==> src/verilog/mgmt_mode_pkg.sv <==
// Constants for the management-mode context save and restore block
package mgmt_mode_pkg;
  localparam logic [31:0] MGMT_BASE_RST   = 32'h0003_0000;
  localparam logic [31:0] AREA_OFS        = 32'h0000_8000;
  localparam int          SLOT_COUNT      = 66;
  localparam int          ALIGN_BITS      = 15;
  localparam logic [15:0] RESUME_OPCODE   = 16'h0faa;
  // Arbitrary neutral value, not tied to any real part
  localparam logic [31:0] REVISION_ID     = 32'h0003_0001;
  // Image slot offsets, relative to base plus AREA_OFS
  localparam logic [15:0] CTRL_REG_ZERO_IMAGE_OFS      = 16'h7ffc;
  localparam logic [15:0] PAGE_DIR_BASE_IMAGE_OFS      = 16'h7ff8;
  localparam logic [15:0] FLAGS_IMAGE_OFS              = 16'h7ff4;
  localparam logic [15:0] INSTR_PTR_IMAGE_OFS          = 16'h7ff0;
  localparam logic [15:0] DST_INDEX_IMAGE_OFS          = 16'h7fec;
  localparam logic [15:0] SRC_INDEX_IMAGE_OFS          = 16'h7fe8;
  localparam logic [15:0] FRAME_PTR_IMAGE_OFS          = 16'h7fe4;
  localparam logic [15:0] STACK_PTR_IMAGE_OFS          = 16'h7fe0;
  localparam logic [15:0] GPR_B_IMAGE_OFS              = 16'h7fdc;
  localparam logic [15:0] GPR_D_IMAGE_OFS              = 16'h7fd8;
  localparam logic [15:0] GPR_C_IMAGE_OFS              = 16'h7fd4;
  localparam logic [15:0] GPR_A_IMAGE_OFS              = 16'h7fd0;
  localparam logic [15:0] DEBUG_STATUS_IMAGE_OFS       = 16'h7fcc;
  localparam logic [15:0] DEBUG_CONTROL_IMAGE_OFS      = 16'h7fc8;
  localparam logic [15:0] TASK_SELECTOR_IMAGE_OFS      = 16'h7fc4;
  localparam logic [15:0] LOCAL_TABLE_SELECTOR_IMAGE_OFS = 16'h7fc0;
  localparam logic [15:0] G_SEG_SELECTOR_IMAGE_OFS     = 16'h7fbc;
  localparam logic [15:0] F_SEG_SELECTOR_IMAGE_OFS     = 16'h7fb8;
  localparam logic [15:0] DATA_SEG_SELECTOR_IMAGE_OFS  = 16'h7fb4;
  localparam logic [15:0] STACK_SEG_SELECTOR_IMAGE_OFS = 16'h7fb0;
  localparam logic [15:0] CODE_SEG_SELECTOR_IMAGE_OFS  = 16'h7fac;
  localparam logic [15:0] EXTRA_SEG_SELECTOR_IMAGE_OFS = 16'h7fa8;
  localparam logic [15:0] INTERRUPT_TABLE_BASE_IMAGE_OFS = 16'h7f94;
  localparam logic [15:0] GLOBAL_TABLE_BASE_IMAGE_OFS  = 16'h7f88;
  localparam logic [15:0] IO_TRAP_INFO_WORD_OFS        = 16'h7f04;
  localparam logic [15:0] HALT_RESUME_SLOT_OFS         = 16'h7f02;
  localparam logic [15:0] IO_REEXECUTE_SLOT_OFS        = 16'h7f00;
  localparam logic [15:0] FEATURE_REVISION_SLOT_OFS    = 16'h7efc;
  localparam logic [15:0] SAVE_AREA_BASE_SLOT_OFS      = 16'h7ef8;
  // Control register zero bit positions
  localparam int PAGING_ON_BIT       = 31;
  localparam int CACHE_DISABLE_BIT   = 30;
  localparam int NO_WRITETHROUGH_BIT = 29;
  localparam int PROTECTION_ON_BIT   = 0;
  // Bit positions inside the 7F00h word
  localparam int HALT_RESUME_BIT     = 16;
  localparam int IO_REEXECUTE_BIT    = 0;

  typedef enum logic [2:0] {
    ST_IDLE    = 3'b000,
    ST_DRAIN   = 3'b001,
    ST_SAVE    = 3'b010,
    ST_HANDLER = 3'b011,
    ST_RESTORE = 3'b100,
    ST_SHUT    = 3'b101
  } mgmt_state_t;
endpackage : mgmt_mode_pkg

==> src/verilog/mgmt_mode_context_save.sv <==
// Management-mode entry, context save image, resume checks and restore
//
// Contract
// RQ1: Memory controller decodes 38000h-3FFFFh as management RAM while strobe active.
// RQ2: Memory controller may decode a larger region, 32 Kbytes to 4 Gbytes.
// RQ3: Overlaid RAM systems assert cache flush with the interrupt request.
// RQ4: Other masters hitting management range during strobe go to system RAM.
// RQ5: System offers a manual mapping of management RAM outside the mode.
// RQ6: Strobe goes low before any save write.
// RQ7: Image top is base plus 8000h plus 7FFFh; base resets to 30000h.
// RQ8: Default image spans 3FFFFh to 3FE00h; handler starts at 38000h. The code writes 66 words, so its image ends at 3FEF8h.
// RQ9: Each slot lands at base plus 8000h plus its offset.
// RQ10: Selector slots 7FC4h..7FA8h write only the low half.
// RQ11: Resume reloads slots from memory so handler edits take effect.
// RQ12: Hidden state goes into the reserved ranges of the image.
// RQ13: Test registers and floating-point state are not saved or restored.
// RQ14: Opcode 0F AAh is the resume instruction.
// RQ15: Resume outside the mode raises invalid opcode.
// RQ16: Misaligned base or illegal control bits on resume cause shutdown.
// RQ17: Shutdown issues a shutdown cycle and waits for NMI or reset.
// RQ18: Halt slot chooses between re-entering halt and continuing after it.
// RQ19: I/O slot set by handler makes resume re-execute trapped I/O.
// RQ20: Resume loads the base from the relocation slot, 32-Kbyte aligned.
// RQ21: Reset leaves the mode and releases the strobe.
// RQ22: Strobe asserts after write buffers drain, held to last restore read.
// RQ23: Requests masked in the mode; at most one stays pending.
// RQ24: Requester holds the input inactive four clocks between requests.
// RQ25: Handler begins at base plus 8000h.
// RQ26: Image written as descending 32-bit words, read back in fixed order.
`timescale 1ns/1ps
`default_nettype none
module mgmt_mode_context_save (
  input  wire logic        sys_clk,
  input  wire logic        rst,
  input  wire logic        mgmt_irq_n,
  output logic             mgmt_active_n,
  input  wire logic        instr_boundary,
  input  wire logic        write_buf_empty,
  input  wire logic        core_halted,
  input  wire logic        nmi,
  output logic [6:0]       ctx_slot_idx,
  input  wire logic [31:0] ctx_slot_data,
  output logic             mem_req,
  output logic             mem_we,
  output logic [31:0]      mem_addr,
  output logic [3:0]       mem_be,
  output logic [31:0]      mem_wdata,
  input  wire logic        mem_ack,
  input  wire logic [31:0] mem_rdata,
  output logic             handler_start,
  output logic [31:0]      handler_addr,
  input  wire logic        opcode_valid,
  input  wire logic [15:0] opcode,
  output logic             invalid_opcode,
  output logic             restore_valid,
  output logic [15:0]      restore_ofs,
  output logic [31:0]      restore_data,
  output logic             resume_done,
  output logic             resume_to_halt,
  output logic             io_reexecute,
  output logic             shutdown_cycle,
  output logic             in_shutdown,
  output logic             in_mgmt_mode,
  output logic [31:0]      mgmt_base
);
  import mgmt_mode_pkg::*;

  // Slot offset of image word idx, descending from the top word
  function automatic logic [15:0] slot_ofs(input logic [6:0] idx);
    slot_ofs = CTRL_REG_ZERO_IMAGE_OFS - {7'h00, idx, 2'b00};
  endfunction : slot_ofs

  function automatic logic is_selector(input logic [15:0] ofs);
    is_selector = (ofs <= TASK_SELECTOR_IMAGE_OFS) && (ofs >= EXTRA_SEG_SELECTOR_IMAGE_OFS);
  endfunction : is_selector

  mgmt_state_t state_q;
  logic [6:0]  idx_q;
  logic        irq_prev_q;
  logic        pending_q;
  logic        active_q;
  logic        halted_q;
  logic [31:0] base_q;
  logic [31:0] cr0_img_q;
  logic [31:0] ctl_img_q;
  logic        start_q;
  logic        inval_q;
  logic        rvalid_q;
  logic [15:0] rofs_q;
  logic [31:0] rdata_q;
  logic        done_q;
  logic        shut_q;
  logic        halt_out_q;
  logic        io_out_q;

  logic [15:0] cur_ofs;
  logic        irq_edge;
  logic        take;
  logic        last_slot;
  logic        ack_save;
  logic        ack_rest;
  logic        resume_hit;
  logic        cr0_bad;
  logic        image_bad;

  assign cur_ofs    = slot_ofs(idx_q);
  assign irq_edge   = irq_prev_q && !mgmt_irq_n;
  assign take       = (state_q == ST_IDLE) && pending_q && instr_boundary;
  assign last_slot  = (idx_q == 7'(SLOT_COUNT - 1));
  assign ack_save   = (state_q == ST_SAVE) && mem_ack;
  assign ack_rest   = (state_q == ST_RESTORE) && mem_ack;
  assign resume_hit = opcode_valid && (opcode == RESUME_OPCODE); // RQ14
  // Control register zero is slot 0, so it is already captured by the last read
  assign cr0_bad    = (cr0_img_q[PAGING_ON_BIT] && !cr0_img_q[PROTECTION_ON_BIT]) ||
                      (cr0_img_q[NO_WRITETHROUGH_BIT] && !cr0_img_q[CACHE_DISABLE_BIT]);
  assign image_bad  = cr0_bad || (mem_rdata[ALIGN_BITS-1:0] != '0); // RQ16 RQ20

  // Request edge capture; a new edge wins over the clear on service
  always_ff @(posedge sys_clk) begin
    if (rst) begin
      irq_prev_q <= 1'b1;
      pending_q  <= 1'b0;
    end else begin
      irq_prev_q <= mgmt_irq_n;
      pending_q  <= irq_edge || (pending_q && !take); // RQ23
    end
  end

  // Mode sequencer
  always_ff @(posedge sys_clk) begin
    if (rst) begin
      state_q <= ST_IDLE; // RQ21
      idx_q   <= '0;
    end else begin
      unique case (state_q)
        ST_IDLE: begin
          idx_q <= '0;
          if (take) begin
            state_q <= ST_DRAIN;
          end
        end
        ST_DRAIN: begin
          if (write_buf_empty) begin
            state_q <= ST_SAVE; // RQ22
          end
        end
        ST_SAVE: begin
          if (mem_ack) begin
            idx_q <= last_slot ? '0 : idx_q + 7'd1; // RQ26
            if (last_slot) begin
              state_q <= ST_HANDLER;
            end
          end
        end
        ST_HANDLER: begin
          if (resume_hit) begin
            state_q <= ST_RESTORE;
          end
        end
        ST_RESTORE: begin
          if (mem_ack) begin
            idx_q <= last_slot ? '0 : idx_q + 7'd1; // RQ11 RQ26
            if (last_slot) begin
              state_q <= image_bad ? ST_SHUT : ST_IDLE; // RQ16
            end
          end
        end
        ST_SHUT: begin
          if (nmi) begin
            state_q <= ST_IDLE; // RQ17
          end
        end
        default: state_q <= ST_IDLE;
      endcase
    end
  end

  // Active strobe: low from drained buffers until the last restore read
  always_ff @(posedge sys_clk) begin
    if (rst) begin
      active_q <= 1'b0; // RQ21
    end else if (state_q == ST_DRAIN && write_buf_empty) begin
      active_q <= 1'b1; // RQ6 RQ22
    end else if (ack_rest && last_slot) begin
      active_q <= 1'b0; // RQ22
    end
  end

  // Base register, halted flag and restore captures
  always_ff @(posedge sys_clk) begin
    if (rst) begin
      base_q    <= MGMT_BASE_RST; // RQ7
      halted_q  <= 1'b0;
      cr0_img_q <= '0;
      ctl_img_q <= '0;
    end else begin
      if (take) begin
        halted_q <= core_halted;
      end
      if (ack_rest && cur_ofs == CTRL_REG_ZERO_IMAGE_OFS) begin
        cr0_img_q <= mem_rdata;
      end
      if (ack_rest && cur_ofs == IO_REEXECUTE_SLOT_OFS) begin
        ctl_img_q <= mem_rdata;
      end
      if (ack_rest && last_slot && !image_bad) begin
        base_q <= mem_rdata; // RQ20
      end
    end
  end

  // Pulses and registered result outputs
  always_ff @(posedge sys_clk) begin
    if (rst) begin
      start_q    <= 1'b0;
      inval_q    <= 1'b0;
      rvalid_q   <= 1'b0;
      rofs_q     <= '0;
      rdata_q    <= '0;
      done_q     <= 1'b0;
      shut_q     <= 1'b0;
      halt_out_q <= 1'b0;
      io_out_q   <= 1'b0;
    end else begin
      start_q  <= ack_save && last_slot; // RQ25
      inval_q  <= resume_hit && (state_q != ST_HANDLER); // RQ15
      rvalid_q <= ack_rest; // RQ11
      done_q   <= ack_rest && last_slot && !image_bad;
      shut_q   <= ack_rest && last_slot && image_bad; // RQ17
      if (ack_rest) begin
        rofs_q  <= cur_ofs;
        rdata_q <= mem_rdata;
      end
      if (ack_rest && last_slot) begin
        halt_out_q <= halted_q && ctl_img_q[HALT_RESUME_BIT]; // RQ18
        io_out_q   <= ctl_img_q[IO_REEXECUTE_BIT]; // RQ19
      end
    end
  end

  // Save word content; core supplies plain registers and hidden state by index
  always_comb begin
    ctx_slot_idx = idx_q;
    mem_wdata    = ctx_slot_data; // RQ12 RQ13
    mem_be       = 4'hf;
    if (cur_ofs == SAVE_AREA_BASE_SLOT_OFS) begin
      mem_wdata = base_q;
    end else if (cur_ofs == FEATURE_REVISION_SLOT_OFS) begin
      mem_wdata = REVISION_ID;
    end else if (cur_ofs == IO_REEXECUTE_SLOT_OFS) begin
      // Halt slot defaults to the halted flag (re-enter halt only if halted), I/O slot defaults to clear
      mem_wdata = '0;
      mem_wdata[HALT_RESUME_BIT] = halted_q;
    end else if (is_selector(cur_ofs)) begin
      mem_be = 4'h3; // RQ10
    end
  end

  assign mem_req        = (state_q == ST_SAVE) || (state_q == ST_RESTORE);
  assign mem_we         = (state_q == ST_SAVE);
  assign mem_addr       = base_q + AREA_OFS + {16'h0000, cur_ofs}; // RQ7 RQ8 RQ9
  assign mgmt_active_n  = !active_q;
  assign handler_start  = start_q;
  assign handler_addr   = base_q + AREA_OFS; // RQ8 RQ25
  assign invalid_opcode = inval_q;
  assign restore_valid  = rvalid_q;
  assign restore_ofs    = rofs_q;
  assign restore_data   = rdata_q;
  assign resume_done    = done_q;
  assign resume_to_halt = halt_out_q;
  assign io_reexecute   = io_out_q;
  assign shutdown_cycle = shut_q;
  assign in_shutdown    = (state_q == ST_SHUT);
  assign in_mgmt_mode   = (state_q != ST_IDLE) && (state_q != ST_SHUT);
  assign mgmt_base      = base_q;

  a_strobe_before_save: assert property (@(posedge sys_clk) disable iff (rst) // RQ6
    (mem_req && mem_we) |-> !mgmt_active_n)
    else $error("save write issued while strobe inactive");

  a_strobe_held_restore: assert property (@(posedge sys_clk) disable iff (rst) // RQ22
    (state_q == ST_RESTORE) |-> !mgmt_active_n)
    else $error("strobe released before last restore read");

  a_image_top_addr: assert property (@(posedge sys_clk) disable iff (rst) // RQ7
    (mem_req && mem_we && idx_q == '0) |-> mem_addr == base_q + 32'h0000_fffc)
    else $error("first save word not at top of image");

  a_selector_low_half: assert property (@(posedge sys_clk) disable iff (rst) // RQ10
    (mem_we && mem_req && cur_ofs <= 16'h7fc4 && cur_ofs >= 16'h7fa8) |-> mem_be == 4'h3)
    else $error("selector slot wrote upper bytes");

  a_handler_entry: assert property (@(posedge sys_clk) disable iff (rst) // RQ25
    (ack_save && last_slot) |=> handler_start && handler_addr == base_q + 32'h0000_8000)
    else $error("handler not started at base plus 8000h");

  a_resume_outside: assert property (@(posedge sys_clk) disable iff (rst) // RQ15
    (resume_hit && state_q == ST_IDLE) |=> invalid_opcode && state_q != ST_RESTORE)
    else $error("resume outside the mode not refused");

  a_bad_image_shutdown: assert property (@(posedge sys_clk) disable iff (rst) // RQ16
    (ack_rest && last_slot && mem_rdata[14:0] != 15'h0000) |=> shutdown_cycle ##1 in_shutdown)
    else $error("misaligned base did not shut down");

  a_base_reload: assert property (@(posedge sys_clk) disable iff (rst) // RQ20
    resume_done |-> mgmt_base == $past(mem_rdata) && mgmt_base[14:0] == 15'h0000)
    else $error("base not reloaded from relocation slot");

  a_request_masked: assert property (@(posedge sys_clk) disable iff (rst) // RQ23
    (state_q == ST_HANDLER && irq_edge) |=> pending_q && state_q != ST_DRAIN)
    else $error("request not held pending while in the mode");

  a_reset_exit: assert property (@(posedge sys_clk) // RQ21
    $past(rst) |-> mgmt_active_n && !in_mgmt_mode)
    else $error("reset did not leave the mode");

  a_save_descending: assert property (@(posedge sys_clk) disable iff (rst) // RQ26
    (ack_save && !last_slot) |=> mem_addr == $past(mem_addr) - 32'h0000_0004)
    else $error("save words not in descending order");

  a_restore_forward: assert property (@(posedge sys_clk) disable iff (rst) // RQ11
    ack_rest |=> restore_valid && restore_data == $past(mem_rdata))
    else $error("restore word not handed to the core");

  a_strobe_waits_drain: assert property (@(posedge sys_clk) disable iff (rst) // RQ22
    (state_q == ST_DRAIN && !write_buf_empty) |=> mgmt_active_n)
    else $error("strobe asserted before write buffers drained");

  a_halt_slot_default: assert property (@(posedge sys_clk) disable iff (rst) // RQ18 RQ19
    (mem_req && mem_we && cur_ofs == IO_REEXECUTE_SLOT_OFS) |->
      mem_wdata[HALT_RESUME_BIT] == halted_q && !mem_wdata[IO_REEXECUTE_BIT])
    else $error("restart slots not saved with their defaults");

  a_no_reentry: assert property (@(posedge sys_clk) disable iff (rst) // RQ23
    (state_q == ST_HANDLER) |=> (state_q == ST_HANDLER) || (state_q == ST_RESTORE))
    else $error("mode re-entered before resume");

  a_shutdown_hold: assert property (@(posedge sys_clk) disable iff (rst) // RQ17
    (in_shutdown && !nmi) |=> in_shutdown)
    else $error("shutdown left without nmi or reset");

  c_save_done:    cover property (@(posedge sys_clk) disable iff (rst) handler_start);
  c_resume_ok:    cover property (@(posedge sys_clk) disable iff (rst) resume_done);
  c_shutdown:     cover property (@(posedge sys_clk) disable iff (rst) shutdown_cycle);
  c_back_to_back: cover property (@(posedge sys_clk) disable iff (rst) resume_done && pending_q);
endmodule : mgmt_mode_context_save
`default_nettype wire

==> config.mk <==
export PLATFORM = sky130hd
export DESIGN_NAME = mgmt_mode_context_save
export DESIGN_NICKNAME = d
export VERILOG_FILES = /design/src/verilog/mgmt_mode_pkg.sv /design/src/verilog/mgmt_mode_context_save.sv
export SDC_FILE = /design/constraint.sdc
export NUM_CORES = 1
export LEC_CHECK = 0
export BUFFER_PORTS_ARGS = -buffer_cell sky130_fd_sc_hd__buf_2
export CAP_MARGIN = 30
export CELL_PAD_IN_SITES_DETAIL_PLACEMENT = 0
export CELL_PAD_IN_SITES_GLOBAL_PLACEMENT = 2
export CORE_MARGIN = 10
export CORE_UTILIZATION = 24
export DETAILED_ROUTE_END_ITERATION = 10
export PLACE_DENSITY_LB_ADDON = 0.1
export SYNTH_ARGS = -nofsm -noshare
export SYNTH_HDL_FRONTEND = slang
export SYNTH_SLANG_ARGS = --single-unit
==> constraint.sdc <==
create_clock -name sys_clk -period 2.9 [get_ports sys_clk]
set_input_delay 0.29 -clock sys_clk [delete_from_list [all_inputs] [get_ports sys_clk]]
set_output_delay 0.29 -clock sys_clk [all_outputs]
set_load 0.05 [all_outputs]
* Word level (Yosys, flattened, before mapping)
Index checks and enable logic that the tools add are counted.
** Word-level totals
- Flip-flop bits (word level) :: 150
- Input port bits :: 89
- Logic and storage cells :: 106
** Operators by class
- Add/sub/neg operators :: 4
- Order comparisons :: 2
- Eq/ne operators :: 22
- Muxes and demuxes :: 22
- Reductions and logical operators :: 38
** Operators with widths (count)
- 32-bit two-way mux :: 3
- 16-bit by 15-bit == test with 1-bit output, second input constant :: 4
- 32-bit by 16-bit adder with 32-bit output :: 1
- 32-bit by 16-bit adder with 32-bit output, second input constant :: 1
- 3-bit two-way mux :: 9
- 1-bit logical AND :: 20
- 3-bit one-hot mux with 6 select lines :: 1
- 16-bit by 12-bit == test with 1-bit output, second input constant :: 1
- 16-bit by 15-bit >= comparator with 1-bit output, second input constant :: 1
- 16-bit by 15-bit less-or-equal comparator with 1-bit output, second input constant :: 1
- 4-bit two-way mux :: 4
- 15-bit by 9-bit subtractor with 16-bit output, first input constant :: 1
- 15-bit nonzero test :: 1
- 7-bit two-way mux :: 2
- 7-bit one-hot mux with 2 select lines :: 1
- 2-bit inequality test, second input constant :: 6
- 8-bit AND reduction :: 1
- 7-bit by 1-bit adder with 7-bit output, second input constant :: 1
- 7-bit == test, second input constant :: 1
- 3-bit by 2-bit == test with 1-bit output, second input constant :: 2
- 3-bit == test, second input constant :: 2
- 1-bit logical NOT :: 6
- 2-bit by 1-bit inequality test with 1-bit output, second input constant :: 3
- 1-bit logical OR :: 4
- 9 further kinds :: 11

* Longest topological paths before layout
Gate-level depths: netlist of the first run.
- Word-level depth :: 8
- Mapped depth :: 10

* Worst setup path after synthesis of the first run
No wires, ideal clock.
- Kind :: reg-to-output
- Start :: reg base_q[16], in the netlist mgmt_base[16]
- End :: out mem_addr[31]
- Arrival time :: 3796 ps
- Setup slack :: -1186 ps
- Stages on the path, launching flop included :: 9
- Path through :: dfxtp_1 ha_1 buf_2 inv_1 nor4_1 xor2_1 nand3_1 nor4_1 xor2_1
** On the way
- Longest elaborated chain between the ends :: 2
** RTL lines
- start, declared :: line mgmt_mode_context_save.sv:83 : logic [31:0] base_q;
- start signal, assigned :: line mgmt_mode_context_save.sv:207 : base_q <= mem_rdata;
- 32-bit by 16-bit adder with 32-bit output
- net handler_addr[27] :: line mgmt_mode_context_save.sv:51 : output logic [31:0] handler_addr,
- 32-bit by 16-bit adder with 32-bit output :: line mgmt_mode_context_save.sv:261 : assign mem_addr = base_q + AREA_OFS + {16'h0000, cur_ofs};
- end, declared :: line mgmt_mode_context_save.sv:45 : output logic [31:0] mem_addr,
The timed path passes the listed nets, and every way through them passes these cells.

* Worst setup path in the final report of the first run
- Start :: reg idx_q[6], in the netlist ctx_slot_idx[6]
- End :: out mem_addr[19]
** On the way
- Longest elaborated chain between the ends :: 2
** RTL lines
- start, declared :: line mgmt_mode_context_save.sv:78 : logic [6:0] idx_q;
- start signal, assigned :: line mgmt_mode_context_save.sv:149 : idx_q <= last_slot ? '0 : idx_q + 7'd1;
- start signal, assigned :: line mgmt_mode_context_save.sv:162 : idx_q <= last_slot ? '0 : idx_q + 7'd1;
- 15-bit by 9-bit subtractor with 16-bit output :: line mgmt_mode_context_save.sv:70 : slot_ofs = CTRL_REG_ZERO_IMAGE_OFS - {7'h00, idx, 2'b00};
- net cur_ofs[8] :: line mgmt_mode_context_save.sv:96 : logic [15:0] cur_ofs;
- 32-bit by 16-bit adder with 32-bit output :: line mgmt_mode_context_save.sv:261
The timed path passes the listed nets, and every way through them passes these cells.

==> parameters.txt, run 1 <==
Parameter                              Value

Run status
  Run status    complete, but fails checks
  Failing checks    setup timing

Routing
  Number of remaining DRC errors    0
  Total wire length after detailed routing    23.3 mm
  Initial drt markers    229
  Detail-routed via count per cell    4.56
  Initial DRT Pass Iterations    4
  Wirelength per Cell    18.1 um
  Via count    5887
  Count of antenna-violating nets left after detailed routing    0

Clock tree
  CTS sink cnt    99
  Number of buffers added by the clock tree synthesis step    9
  Clock Pin Slew Worst Setup and Hold Paths    70 ps
  Insertion delay of the later-clocked pin in the worst-skew pair    350 ps
  TritonCTS clock tree    yes
  Maximum number of buffers from clock root to sink    2
  Clock root buffer    sky130_fd_sc_hd__clkbuf_16
  H-Tree Level Count    3

Layout
  Layout Area Growth over Synthesis    53.7%
  Final net count    1105
  Fraction of layout cells with a size suffix above 1    45.6%
  Final standard cell count with taps included and fillers excluded    1292
  Share of the core filled with cells    37.4%
  Antenna Cells    0
  Number of fill cells in the layout    2455

Placed design
  Global placer's final weighted congestion    0.770
  Worst setup slack before clock tree synthesis    -26.5 ps
  Input/output buffers    282
  Placed Cells    1264
  HPWL Detailed    18.3 mm

Critical path
  Arrival time at the worst endpoint    2890 ps
  Data required time at the worst endpoint    2610 ps
  Setup crit start kind    register
  FF-to-FF Start    ctx_slot_idx[1]
  Cells on worst reg2reg path    9
  Reg-to-reg endpoint    mgmt_base[11]
  Highest fanout seen on the critical path    3
  Critical setup path kind    reg2out
  Register-to-register setup slack    340 ps
  Capturing element type of the critical path    output port

Global route
  Pin count of the biggest net entering global routing    82
  First-pass GRT wire length    35.3 mm
  Initial antenna violation count    1
  Via count of the first global-routing pass    6133
  Global routing usage summed across all routing layers    15.3%
  Aggregate global routing overflow    0

Logic synthesis
  Post-synthesis adder-cell area fraction    3.32%
  Asr flop ratio synth    0%
  Number of synthesized flops with an enable pin    0
  Xor-xnor portion of the synthesized cell area    7.33%
  Simple-gate share of the synthesized area    25.7%
  Yosys Warn Count    0
  Number of flip-flops and latches in the synthesized netlist    99
  Yosys cell types    61
  Dominant synthesized flop cell    sky130_fd_sc_hd__dfxtp_1
  Post-synthesis mux area share    1.09%
  Cell count after synthesis    710
  Post-synth design cell area    5500 sq um
  Complex-gate fraction of the synthesized area    17.5%
  Post-synthesis sequential area ratio    36.1%
  Syn Area/Cell    7.74 sq um
  Main combinational cell family by area after synthesis    simple AND/OR/NAND/NOR gates

Pwr
  Cell internal power dissipation    0.00216 W
  Combinational fraction of design power    12.3%
  Sw frac    27.8%
  Total power density per cell area    354 nW/um^2
  Clock share of power    41.7%
  Leak    3.95 nW
  Share of total power in sequential cells    46.0%
  Worst-case vdd ir drop    260 uV
  Power dissipated by switching net loads    0.000831 W

STA
  Final setup fails    14
  Setup repair after global routing missed its margin    true
  Maximum achievable frequency    315 MHz
  Share of the clock period used by the worst path after layout    109%
  Final Hold Viols    0
  Clk_skew    6.33 ps
  Post-layout worst setup margin    -275 ps
  Post-route minimum period    3180 ps
  Count of pins over their slew limit    0
  Max-Slew Margin vs Limit    36.6%
  Actual transition at the worst max-transition pin    947 ps

Min path
  Min-Delay Path Class    in2reg
  Worst hold start    mgmt_irq_n
  Cell depth of the worst min-delay path    2
  Terminating pin of the worst hold path    irq_prev_q

Job
  # Max-Cap Violations    0

Floorplanning
  Rows    55
  Die area    29300 sq um
  Initial Util    24.3%
  Die Width    171 um
  Die extent in y    171 um
  Count of pins on the block boundary    288
  Core Box Area    22600 sq um
per-stage QoR:
step	total power, W	TNS, ps	area, sq um	hold WS, ps
6_report	0.00299	-1950	8440	142
5_1_grt	0.00312	-3480	8440	142
4_1_cts	0.00304	-2300	8350	128
3_5_place_dp	0.00177	-32.0	7690	444
3_3_place_gp	0.00177	-21.7	7690	440
2_1_floorplan	0.00164	-677	5850	397
kinds of logic (layout without fill, tap and decap cells):
kind of cell / Yosys count / count (layout)
AND/OR/NAND/NOR: 297 / 297
AO/OA/AOI/OAI: 147 / 147
flip-flops: 99 / 99
buffers and inverters: 99 / 393
XOR/XNOR: 46 / 46
adder cells (fa/ha/maj): 14 / 14
multiplexers: 6 / 6
other: 2 / 5
placed cells by master (no fill, tap or decap), types with 7 or more instances in the layout:
cell type and instances:
sky130_fd_sc_hd__nor2_1 50, sky130_fd_sc_hd__dfxtp_2 18, sky130_fd_sc_hd__buf_2 258, sky130_fd_sc_hd__dfxtp_1 78, sky130_fd_sc_hd__nand4_1 8, sky130_fd_sc_hd__nor3_1 12
sky130_fd_sc_hd__xor2_2 12, sky130_fd_sc_hd__ha_1 10, sky130_fd_sc_hd__inv_1 27, sky130_fd_sc_hd__a211oi_1 8, sky130_fd_sc_hd__nand3_1 17, sky130_fd_sc_hd__clkbuf_16 9
sky130_fd_sc_hd__a21oi_1 65, sky130_fd_sc_hd__xnor2_1 14, sky130_fd_sc_hd__a22o_1 25, sky130_fd_sc_hd__nand2_1 128, sky130_fd_sc_hd__buf_6 24, sky130_fd_sc_hd__buf_4 62
sky130_fd_sc_hd__and2_1 19, sky130_fd_sc_hd__o21ai_0 9, sky130_fd_sc_hd__xnor2_2 7
per-layer routing:
layer,wire (um),GRT usage (%)
met5,18,0
met4,220,3.52
met3,2130,5.23
met2,10600,24.9
met1,10400,19.0
state kept, by name, summed over array words and instances, names as in the netlist, 2 cells and up:
register,flops
state_q,3
ctl_img_q,2
restore_data,32
restore_ofs,8
ctx_slot_idx,7
cr0_img_q,4
mgmt_base,32
power by group through the flow:
stage          sequential [W]  clock, W  combinational, W
2_1_floorplan         0.00141         0          0.000230
3_3_place_gp          0.00141         0          0.000367
3_5_place_dp          0.00141         0          0.000366
4_1_cts               0.00138   0.00129          0.000370
5_1_grt               0.00138   0.00135          0.000393
6_report              0.00138   0.00124          0.000367
what timing repair did:
action                                 in CTS  in global routing
hold buffers                                0                  0
pin swaps                                  13                 14
setup buffers                              12                  3
setup endpoints to repair                  21                 24
resized for setup                          75                 21
endpoints found under the hold margin       0                  0
how the worst max path moves through the flow:
stage	from	slack, ps	endpoint	cells after the start
after detailed placement	ctx_slot_idx[6]	-30	mem_addr[25]	10
after global routing	ctx_slot_idx[6]	-360	mem_addr[19]	11
after CTS	ctx_slot_idx[6]	-300	mem_addr[19]	11
after floorplan	ctx_slot_idx[6]	-160	mem_addr[26]	8
final	ctx_slot_idx[6]	-280	mem_addr[19]	11
after global placement	ctx_slot_idx[6]	-10	mem_addr[20]	9
area by class of cell:
| cell class | instances | area (sq um) | area share (%) |
|---|---|---|---|
| flip-flops and latches | 99 | 2020 | 23.9 |
| clock inverters | 7 | 73.8 | 0.874 |
| multi-input cells | 515 | 3570 | 42.2 |
| inverters | 29 | 111 | 1.32 |
| well taps | 285 | 357 | 4.22 |
| repair buffers | 348 | 2090 | 24.8 |
| clock buffers | 9 | 225 | 2.67 |
critical path, cell delays in order (launching register included):
cell                      delay, ps
sky130_fd_sc_hd__dfxtp_4        360
sky130_fd_sc_hd__inv_4           40
sky130_fd_sc_hd__ha_4           140
sky130_fd_sc_hd__or4_4          420
sky130_fd_sc_hd__or4_4          440
sky130_fd_sc_hd__buf_6          140
sky130_fd_sc_hd__o31ai_4        240
sky130_fd_sc_hd__buf_4          170
sky130_fd_sc_hd__o41ai_2         70
sky130_fd_sc_hd__nor2_1         190
sky130_fd_sc_hd__xnor2_2        140
sky130_fd_sc_hd__buf_6          180
synthesized netlist by cell type (2+ instances only):
master | n | area share [%]
sky130_fd_sc_hd__nand2_1 | 129 | 8.8
sky130_fd_sc_hd__dfxtp_1 | 99 | 36
sky130_fd_sc_hd__a21oi_1 | 65 | 5.9
sky130_fd_sc_hd__nor2_1 | 56 | 3.8
sky130_fd_sc_hd__clkbuf_1 | 33 | 2.3
sky130_fd_sc_hd__buf_4 | 29 | 4.0
sky130_fd_sc_hd__inv_1 | 29 | 2.0
sky130_fd_sc_hd__xnor2_1 | 27 | 4.3
sky130_fd_sc_hd__a22o_1 | 25 | 4.0
sky130_fd_sc_hd__and2_1 | 19 | 2.2
sky130_fd_sc_hd__xor2_1 | 19 | 3.0
sky130_fd_sc_hd__nand3_1 | 18 | 1.6
sky130_fd_sc_hd__nor3_1 | 17 | 1.5
sky130_fd_sc_hd__o21ai_0 | 16 | 1.5
sky130_fd_sc_hd__ha_1 | 13 | 3.0
sky130_fd_sc_hd__a211oi_1 | 9 | 1.2
sky130_fd_sc_hd__nor4_1 | 9 | 1.0
sky130_fd_sc_hd__nand4_1 | 8 | 0.91
sky130_fd_sc_hd__mux2i_1 | 6 | 1.1
sky130_fd_sc_hd__nor2b_1 | 6 | 0.68
sky130_fd_sc_hd__a21o_1 | 5 | 0.68
sky130_fd_sc_hd__a31oi_1 | 5 | 0.57
sky130_fd_sc_hd__and3_1 | 5 | 0.57
sky130_fd_sc_hd__buf_1 | 4 | 0.27
sky130_fd_sc_hd__buf_2 | 4 | 0.36
sky130_fd_sc_hd__nand2b_1 | 4 | 0.46
sky130_fd_sc_hd__and4_1 | 3 | 0.48
sky130_fd_sc_hd__nand3b_1 | 3 | 0.41
sky130_fd_sc_hd__nand4b_1 | 3 | 0.48
sky130_fd_sc_hd__nor3b_1 | 3 | 0.41
sky130_fd_sc_hd__or2_2 | 3 | 0.34
sky130_fd_sc_hd__a21boi_0 | 2 | 0.27
sky130_fd_sc_hd__and4b_1 | 2 | 0.36
sky130_fd_sc_hd__conb_1 | 2 | 0.14
sky130_fd_sc_hd__o211ai_1 | 2 | 0.27
sky130_fd_sc_hd__or3_1 | 2 | 0.23
sky130_fd_sc_hd__or4_4 | 2 | 0.41
Power figures use the tool's default switching activity.
==> inputs of run 2 (changes only) <==
Settings changed: ABC_AREA set to 1, CORE_UTILIZATION 24 to 23, PLACE_DENSITY set to 0.92, PLACE_DENSITY_LB_ADDON 0.1 to not set.
==> run 2 against run 1 <==
  * The flow now finishes without violations
  * Routed wire length grew 2.8%
  * Clock-buffer cell count increased by 2
  * First-iteration DRC count grew 54%
  * Highest routed layer unchanged
==> parameters.txt, run 2 <==
Parameter                              Value

Layout
  Number of fill cells in the layout    2696
  Most frequent cells in the layout    275 x sky130_fd_sc_hd__buf_2, 134 x sky130_fd_sc_hd__nand2_1, 127 x sky130_fd_sc_hd__nor2_1, 95 x sky130_fd_sc_hd__dfxtp_1, 86 x sky130_fd_sc_hd__inv_1
  Final cell area excluding filler cells    8140 sq um
  Final net count    1230
  Fraction of layout cells with a size suffix above 1    36.6%
  Commonest non-fill, non-tap cell in the layout    sky130_fd_sc_hd__buf_2
  Combined area of the multi-input logic cells    3360 sq um
  Layout Area Growth over Synthesis    41.7%
  Antenna Cells    0
  Register Area    1990 sq um

Logic synthesis
  Top cell type by total area after synthesis    sky130_fd_sc_hd__dfxtp_1
  Yosys cell types    42
  Asr flop ratio synth    0%
  Post-synth design cell area    5750 sq um
  Share of the synthesized area in the top cell type    34.5%
  Cell count after synthesis    860
  List of most frequent post-synthesis cells    142 x sky130_fd_sc_hd__nand2_1, 129 x sky130_fd_sc_hd__nor2_1, 99 x sky130_fd_sc_hd__dfxtp_1, 91 x sky130_fd_sc_hd__inv_1, 79 x sky130_fd_sc_hd__o21ai_0
  Number of synthesized flops with an enable pin    0
  Most frequent cell after synthesis    sky130_fd_sc_hd__nand2_1
  Yosys Warn Count    0
  Syn Area/Cell    6.68 sq um
  Post-synthesis sequential area ratio    34.5%
  Dominant synthesized flop cell    sky130_fd_sc_hd__dfxtp_1
  Leading cell types by total area after synthesis    sky130_fd_sc_hd__dfxtp_1 34%, sky130_fd_sc_hd__nand2_1 9.3%, sky130_fd_sc_hd__nor2_1 8.4%
  Number of flip-flops and latches in the synthesized netlist    99

Floorplanning
  Die extent in y    178 um
  Core Box Area    24500 sq um
  Die Width    178 um
  Initial Util    23.5%
  Die area    31700 sq um
  Count of pins on the block boundary    288
  Rows    57

Routing
  Count of antenna-violating nets left after detailed routing    0
  Detail-routed via count per cell    4.39
  Total wire length after detailed routing    24.0 mm
  Via count    6386
  Number of remaining DRC errors    0
  Initial drt markers    353
  Wirelength per Cell    16.5 um
  Initial DRT Pass Iterations    5

Global route
  Initial antenna violation count    1
  First-pass GRT wire length    35.9 mm
  Aggregate global routing overflow    0
  Pin count of the biggest net entering global routing    47
  Global routing usage summed across all routing layers    14.3%
  Via count of the first global-routing pass    6192

Clock tree
  Insertion delay of the later-clocked pin in the worst-skew pair    350 ps
  Number of buffers added by the clock tree synthesis step    9
  CTS sink cnt    99
  Clock Pin Slew Worst Setup and Hold Paths    70 ps
  H-Tree Level Count    3
  TritonCTS clock tree    yes
  Clock root buffer    sky130_fd_sc_hd__clkbuf_16
  Maximum number of buffers from clock root to sink    2

STA
  Share of the clock period used by the worst path after layout    95.9%
  Worst slack on hold paths    132 ps
  Actual transition at the worst max-transition pin    543 ps
  Maximum achievable frequency    360 MHz
  Final setup fails    0
  Final Hold Viols    0
  Post-route minimum period    2780 ps
  Post-layout worst setup margin    120 ps
  Clk_skew    9.65 ps
  Max-Slew Margin vs Limit    63.8%
  Count of pins over their slew limit    0

Critical path
  Combined buffer and inverter count along the critical path    4
  Path length in cells of the critical path    13
  Critical setup path kind    reg2out
  Capturing element type of the critical path    output port
  Crit-path max cell delay    350 ps
  Cells on worst reg2reg path    9
  Setup crit start kind    register
  Highest fanout seen on the critical path    5
  Crit-path slowest cell    sky130_fd_sc_hd__fa_2
  Arrival time at the worst endpoint    2490 ps
  Data required time at the worst endpoint    2610 ps
  Crit path cell chain    inv_2, ha_4, inv_2, fa_2, nand3b_1, nand2_2, nand2_2, nand3_4, nand3_4, nor2_4, buf_6, xor2_2, buf_6
  Top Family by Delay on Critical Path    simple AND/OR/NAND/NOR gates

Min path
  Cell depth of the worst min-delay path    3
  Min-Delay Path Class    in2reg

Pwr
  Worst-case vdd ir drop    460 uV
  Tot Pwr    0.00453 W
  Leak    4.01 nW
  Total power density per cell area    557 nW/um^2

Placed design
  Worst setup slack before clock tree synthesis    18.0 ps
  Dpl cell area    7540 sq um
  Global placer's final weighted congestion    0.855
  Input/output buffers    282
  HPWL Detailed    19.5 mm

Run status
  Run status    completed

Job
  # Max-Cap Violations    0
## run 2: worst paths after layout
path	from	to	slack (ps)
hold reg to reg	cr0_img_q[29]	cr0_img_q[29]	460
hold / removal	mgmt_irq_n	irq_prev_q	130
setup reg to reg	ctx_slot_idx[1]	mgmt_base[18]	770
setup / recovery	ctx_slot_idx[0]	mem_addr[22]	120
## run 2: area by class of cell
| type | instances | share of cell area (%) |
|---|---|---|
| clock buffers | 11 | 2.98 |
| clock inverters | 5 | 1.01 |
| inverters | 100 | 4.66 |
| multi-input cells | 605 | 41.3 |
| flip-flops and latches | 99 | 24.5 |
| well taps | 324 | 4.98 |
| repair buffers | 312 | 20.6 |
## run 2: stage by stage
step	std cells	util [%]	TNS, ps
global route	1456	33.3	-3.51
floorplan	863	-	-21.8
detailed placement	1432	30.8	0
finish	1456	33.3	0
global placement	1432	30.8	0
CTS	1449	32.5	0
## run 2: repair_timing
| action | 4_1_cts | 5_1_grt |
|---|---|---|
| hold buffers | 0 | 0 |
| cloned | 0 | 0 |
| resized for setup | 25 | 29 |
| setup buffers | 1 | 7 |
| pin swaps | 2 | 10 |
| setup endpoints to repair | 12 | 19 |
## run 2: power by group
group	internal (W)	switching, W	leakage, nW
registers	0.00151	0.0000897	0.803
clock network	0.000786	0.000555	0.161
logic	0.000368	0.00122	3.05
## run 2: cells by family (layout without fill, tap and decap cells)
family / count (synthesis) / after routing / share of synthesized area (%)
AOI/OAI and AO/OA: 155 / 155 / 14.2
other: 2 / 5 / 0.131
DFF: 99 / 99 / 34.5
xor gates and xnor gates: 24 / 24 / 3.66
and+or+nand+nor: 407 / 407 / 31.6
adders and majority gates: 14 / 14 / 3.18
buffers and inverters: 159 / 428 / 12.7
## run 2: metal layers
layer | global-route usage, % | vias up | wire length, um
met5 | 0 | - | 7
met1 | 18.0 | 2910 | 10600
li1 | - | 3278 | -
met3 | 3.66 | 16 | 1730
met2 | 24.1 | 180 | 11400
met4 | 3.23 | 2 | 236
## run 2: worst min-delay path, delay by kind of cell
family / cells / cell delay, ps
buf+inv: 2 / 110
simple gates: 1 / 50
==> inputs of run 3 (changes only) <==
Settings changed: REMOVE_ABC_BUFFERS set to 1.
==> run 3 against run 2 <==
  * Fmax is 1.0% lower
  * Clock skew is 2.2 ps higher
  * Sequential share of layout area is 0.94 points higher
  * Hold slack worse by 0.98 ps
  * First-iteration DRC count is 12% lower
  * Global-route usage is 0.29 points higher
  * Non-clock buffer count is 8 lower
  * Combinational power hardly changed
  * Register-to-register slack worse by 160 ps
  * Sequential power hardly changed
  * Largest cell class unchanged
  * Largest power group unchanged
==> parameters.txt, run 3 (synthesis results as in run 2) <==
Parameter                              Value

STA
  Final setup fails    0
  Final Hold Viols    0
  Count of pins over their slew limit    0
  Setup repair after global routing missed its margin    true
  Total negative slack for setup checks    0 ps
  Maximum achievable frequency    356 MHz
  Post-layout worst setup margin    91.2 ps
  Max-Slew Margin vs Limit    48.6%
  Share of the clock period used by the worst path after layout    96.9%
  Clk_skew    11.8 ps
  Actual transition at the worst max-transition pin    771 ps
  Post-route minimum period    2810 ps

Layout
  Fraction of layout cells with a size suffix above 1    34.6%
  Layout Area Growth over Synthesis    36.8%
  Commonest non-fill, non-tap cell in the layout    sky130_fd_sc_hd__buf_2
  Final cell area excluding filler cells    7860 sq um
  Antenna Cells    0
  Final standard cell count with taps included and fillers excluded    1448
  Final net count    1222
  Most frequent cells in the layout    273 x sky130_fd_sc_hd__buf_2, 136 x sky130_fd_sc_hd__nand2_1, 124 x sky130_fd_sc_hd__nor2_1, 93 x sky130_fd_sc_hd__dfxtp_1, 86 x sky130_fd_sc_hd__inv_1

Floorplanning
  Count of pins on the block boundary    288
  Rows    57
  Die Width    178 um
  Initial Util    23.5%
  Core Box Area    24500 sq um
  Die area    31700 sq um
  Die extent in y    178 um

Critical path
  Capturing element type of the critical path    output port
  Crit path cell chain    ha_4, inv_2, fa_2, nand3b_1, nand2_2, nand3_2, nand2_2, nand2_2, nand2_2, nand3_2, nor2_1, nor2_1, nor2_1, buf_6
  Register-to-register setup slack    610 ps
  Arrival time at the worst endpoint    2520 ps
  Highest fanout seen on the critical path    4
  Crit-path max cell delay    380 ps
  Data required time at the worst endpoint    2610 ps
  Top cell by count, worst path    sky130_fd_sc_hd__nand2_2
  Critical setup path kind    reg2out
  Crit-path slowest cell    sky130_fd_sc_hd__dfxtp_2
  Launch point of the critical path    mgmt_base[2]
  Cells on worst reg2reg path    9
  FF-to-FF Start    ctx_slot_idx[1]
  Setup crit start kind    register
  Reg-to-reg endpoint    mgmt_base[29]
  Crit path capture    mem_addr[28]

Pwr
  Worst-case vdd ir drop    369 uV
  Tot Pwr    0.00436 W
  Total power density per cell area    555 nW/um^2
  Leak    3.92 nW

Global route
  Initial antenna violation count    1
  Aggregate global routing overflow    0
  Global routing usage summed across all routing layers    14.6%
  Via count of the first global-routing pass    6581
  Pin count of the biggest net entering global routing    47
  First-pass GRT wire length    37.0 mm

Clock tree
  Hold buffers post-CTS    0
  Maximum number of buffers from clock root to sink    2
  CTS sink cnt    99
  TritonCTS clock tree    yes
  Number of buffers added by the clock tree synthesis step    9
  Insertion delay of the later-clocked pin in the worst-skew pair    350 ps
  Clock root buffer    sky130_fd_sc_hd__clkbuf_16
  Clock Pin Slew Worst Setup and Hold Paths    80 ps
  H-Tree Level Count    3

Routing
  Initial DRT Pass Iterations    4
  Initial drt markers    311
  Detail-routed via count per cell    4.42
  Via count    6401
  Wirelength per Cell    16.6 um
  Count of antenna-violating nets left after detailed routing    0
  Number of remaining DRC errors    0
  Total wire length after detailed routing    24.0 mm

Run status
  Run status    completed

Job
  # Max-Cap Violations    0

Placed design
  Global placer's final weighted congestion    0.824
  HPWL Detailed    18.9 mm
  Dpl cell area    7360 sq um
  Placed Cells    1427
  Worst setup slack before clock tree synthesis    132 ps
  Input/output buffers    282

Min path
  Min-Delay Path Class    in2reg
[run 3: cell types whose count changed in the layout (fill, tap and decap cells not counted), moves of 3 or more]
cell	delta
sky130_fd_sc_hd__nand2_2	-3
sky130_fd_sc_hd__nor2_1	-3
sky130_fd_sc_hd__nor2_2	+5
sky130_fd_sc_hd__xor2_2	-12
sky130_fd_sc_hd__xor2_1	+14
sky130_fd_sc_hd__buf_4	-4
sky130_fd_sc_hd__buf_6	-3
[run 3: how the worst min path moves through the flow]
stage	slack [ps]	cells past startpoint	startpoint	endpoint
final	130	3	mgmt_irq_n	irq_prev_q
after global routing	130	3	mgmt_irq_n	irq_prev_q
after CTS	110	3	mgmt_irq_n	irq_prev_q
after detailed placement	450	2	restore_data[0]	restore_data[0]
after global placement	450	2	restore_data[0]	restore_data[0]
after floorplan	360	1	rst	active_q
[run 3: layer usage]
| layer | global-route usage, % | up-vias | part of all wire, % |
|---|---|---|---|
| met5 | 0 | - | 0.046 |
| met4 | 3.72 | 2 | 1.0 |
| met3 | 3.02 | 15 | 5.7 |
| met2 | 25.3 | 166 | 49 |
| met1 | 18.0 | 2947 | 44 |
| li1 | - | 3271 | - |
[run 3: area by class of cell]
cell class                 count  area [sq um]
inverter                     100           375
fill                        2721         16600
clock buffer                  12           246
clock inverter                 4          32.5
multi-input combinational    605          3200
tap                          324           405
timing repair buffer         304          1610
sequential                    99          2000
[run 3: report_power, final]
group | internal, W | leakage, nW | switching [W]
clock | 0.000614 | 0.130 | 0.000561
sequential | 0.00151 | 0.805 | 0.0000923
combinational | 0.000370 | 2.99 | 0.00121
total | 0.00250 | 3.92 | 0.00187
[run 3: what timing repair did]
action | 4_1_cts | 5_1_grt
resized for setup | 19 | 34
setup endpoints to repair | 12 | 14
pin swaps | 2 | 10
setup buffers | 0 | 5
[run 3: metrics by stage]
step	hold slack, ps	util [%]
finish	131	32.1
global route	130	32.1
CTS	114	31.5
detailed placement	449	30.1
global placement	447	30.1
floorplan	359	-
[run 3: worst max-delay path: cells and delay by family, from the launching register on]
family / cells / cell delay, ps
simple gates: 10 / 1070
fa+ha+maj: 2 / 510
flops: 1 / 380
buf+inv: 2 / 220
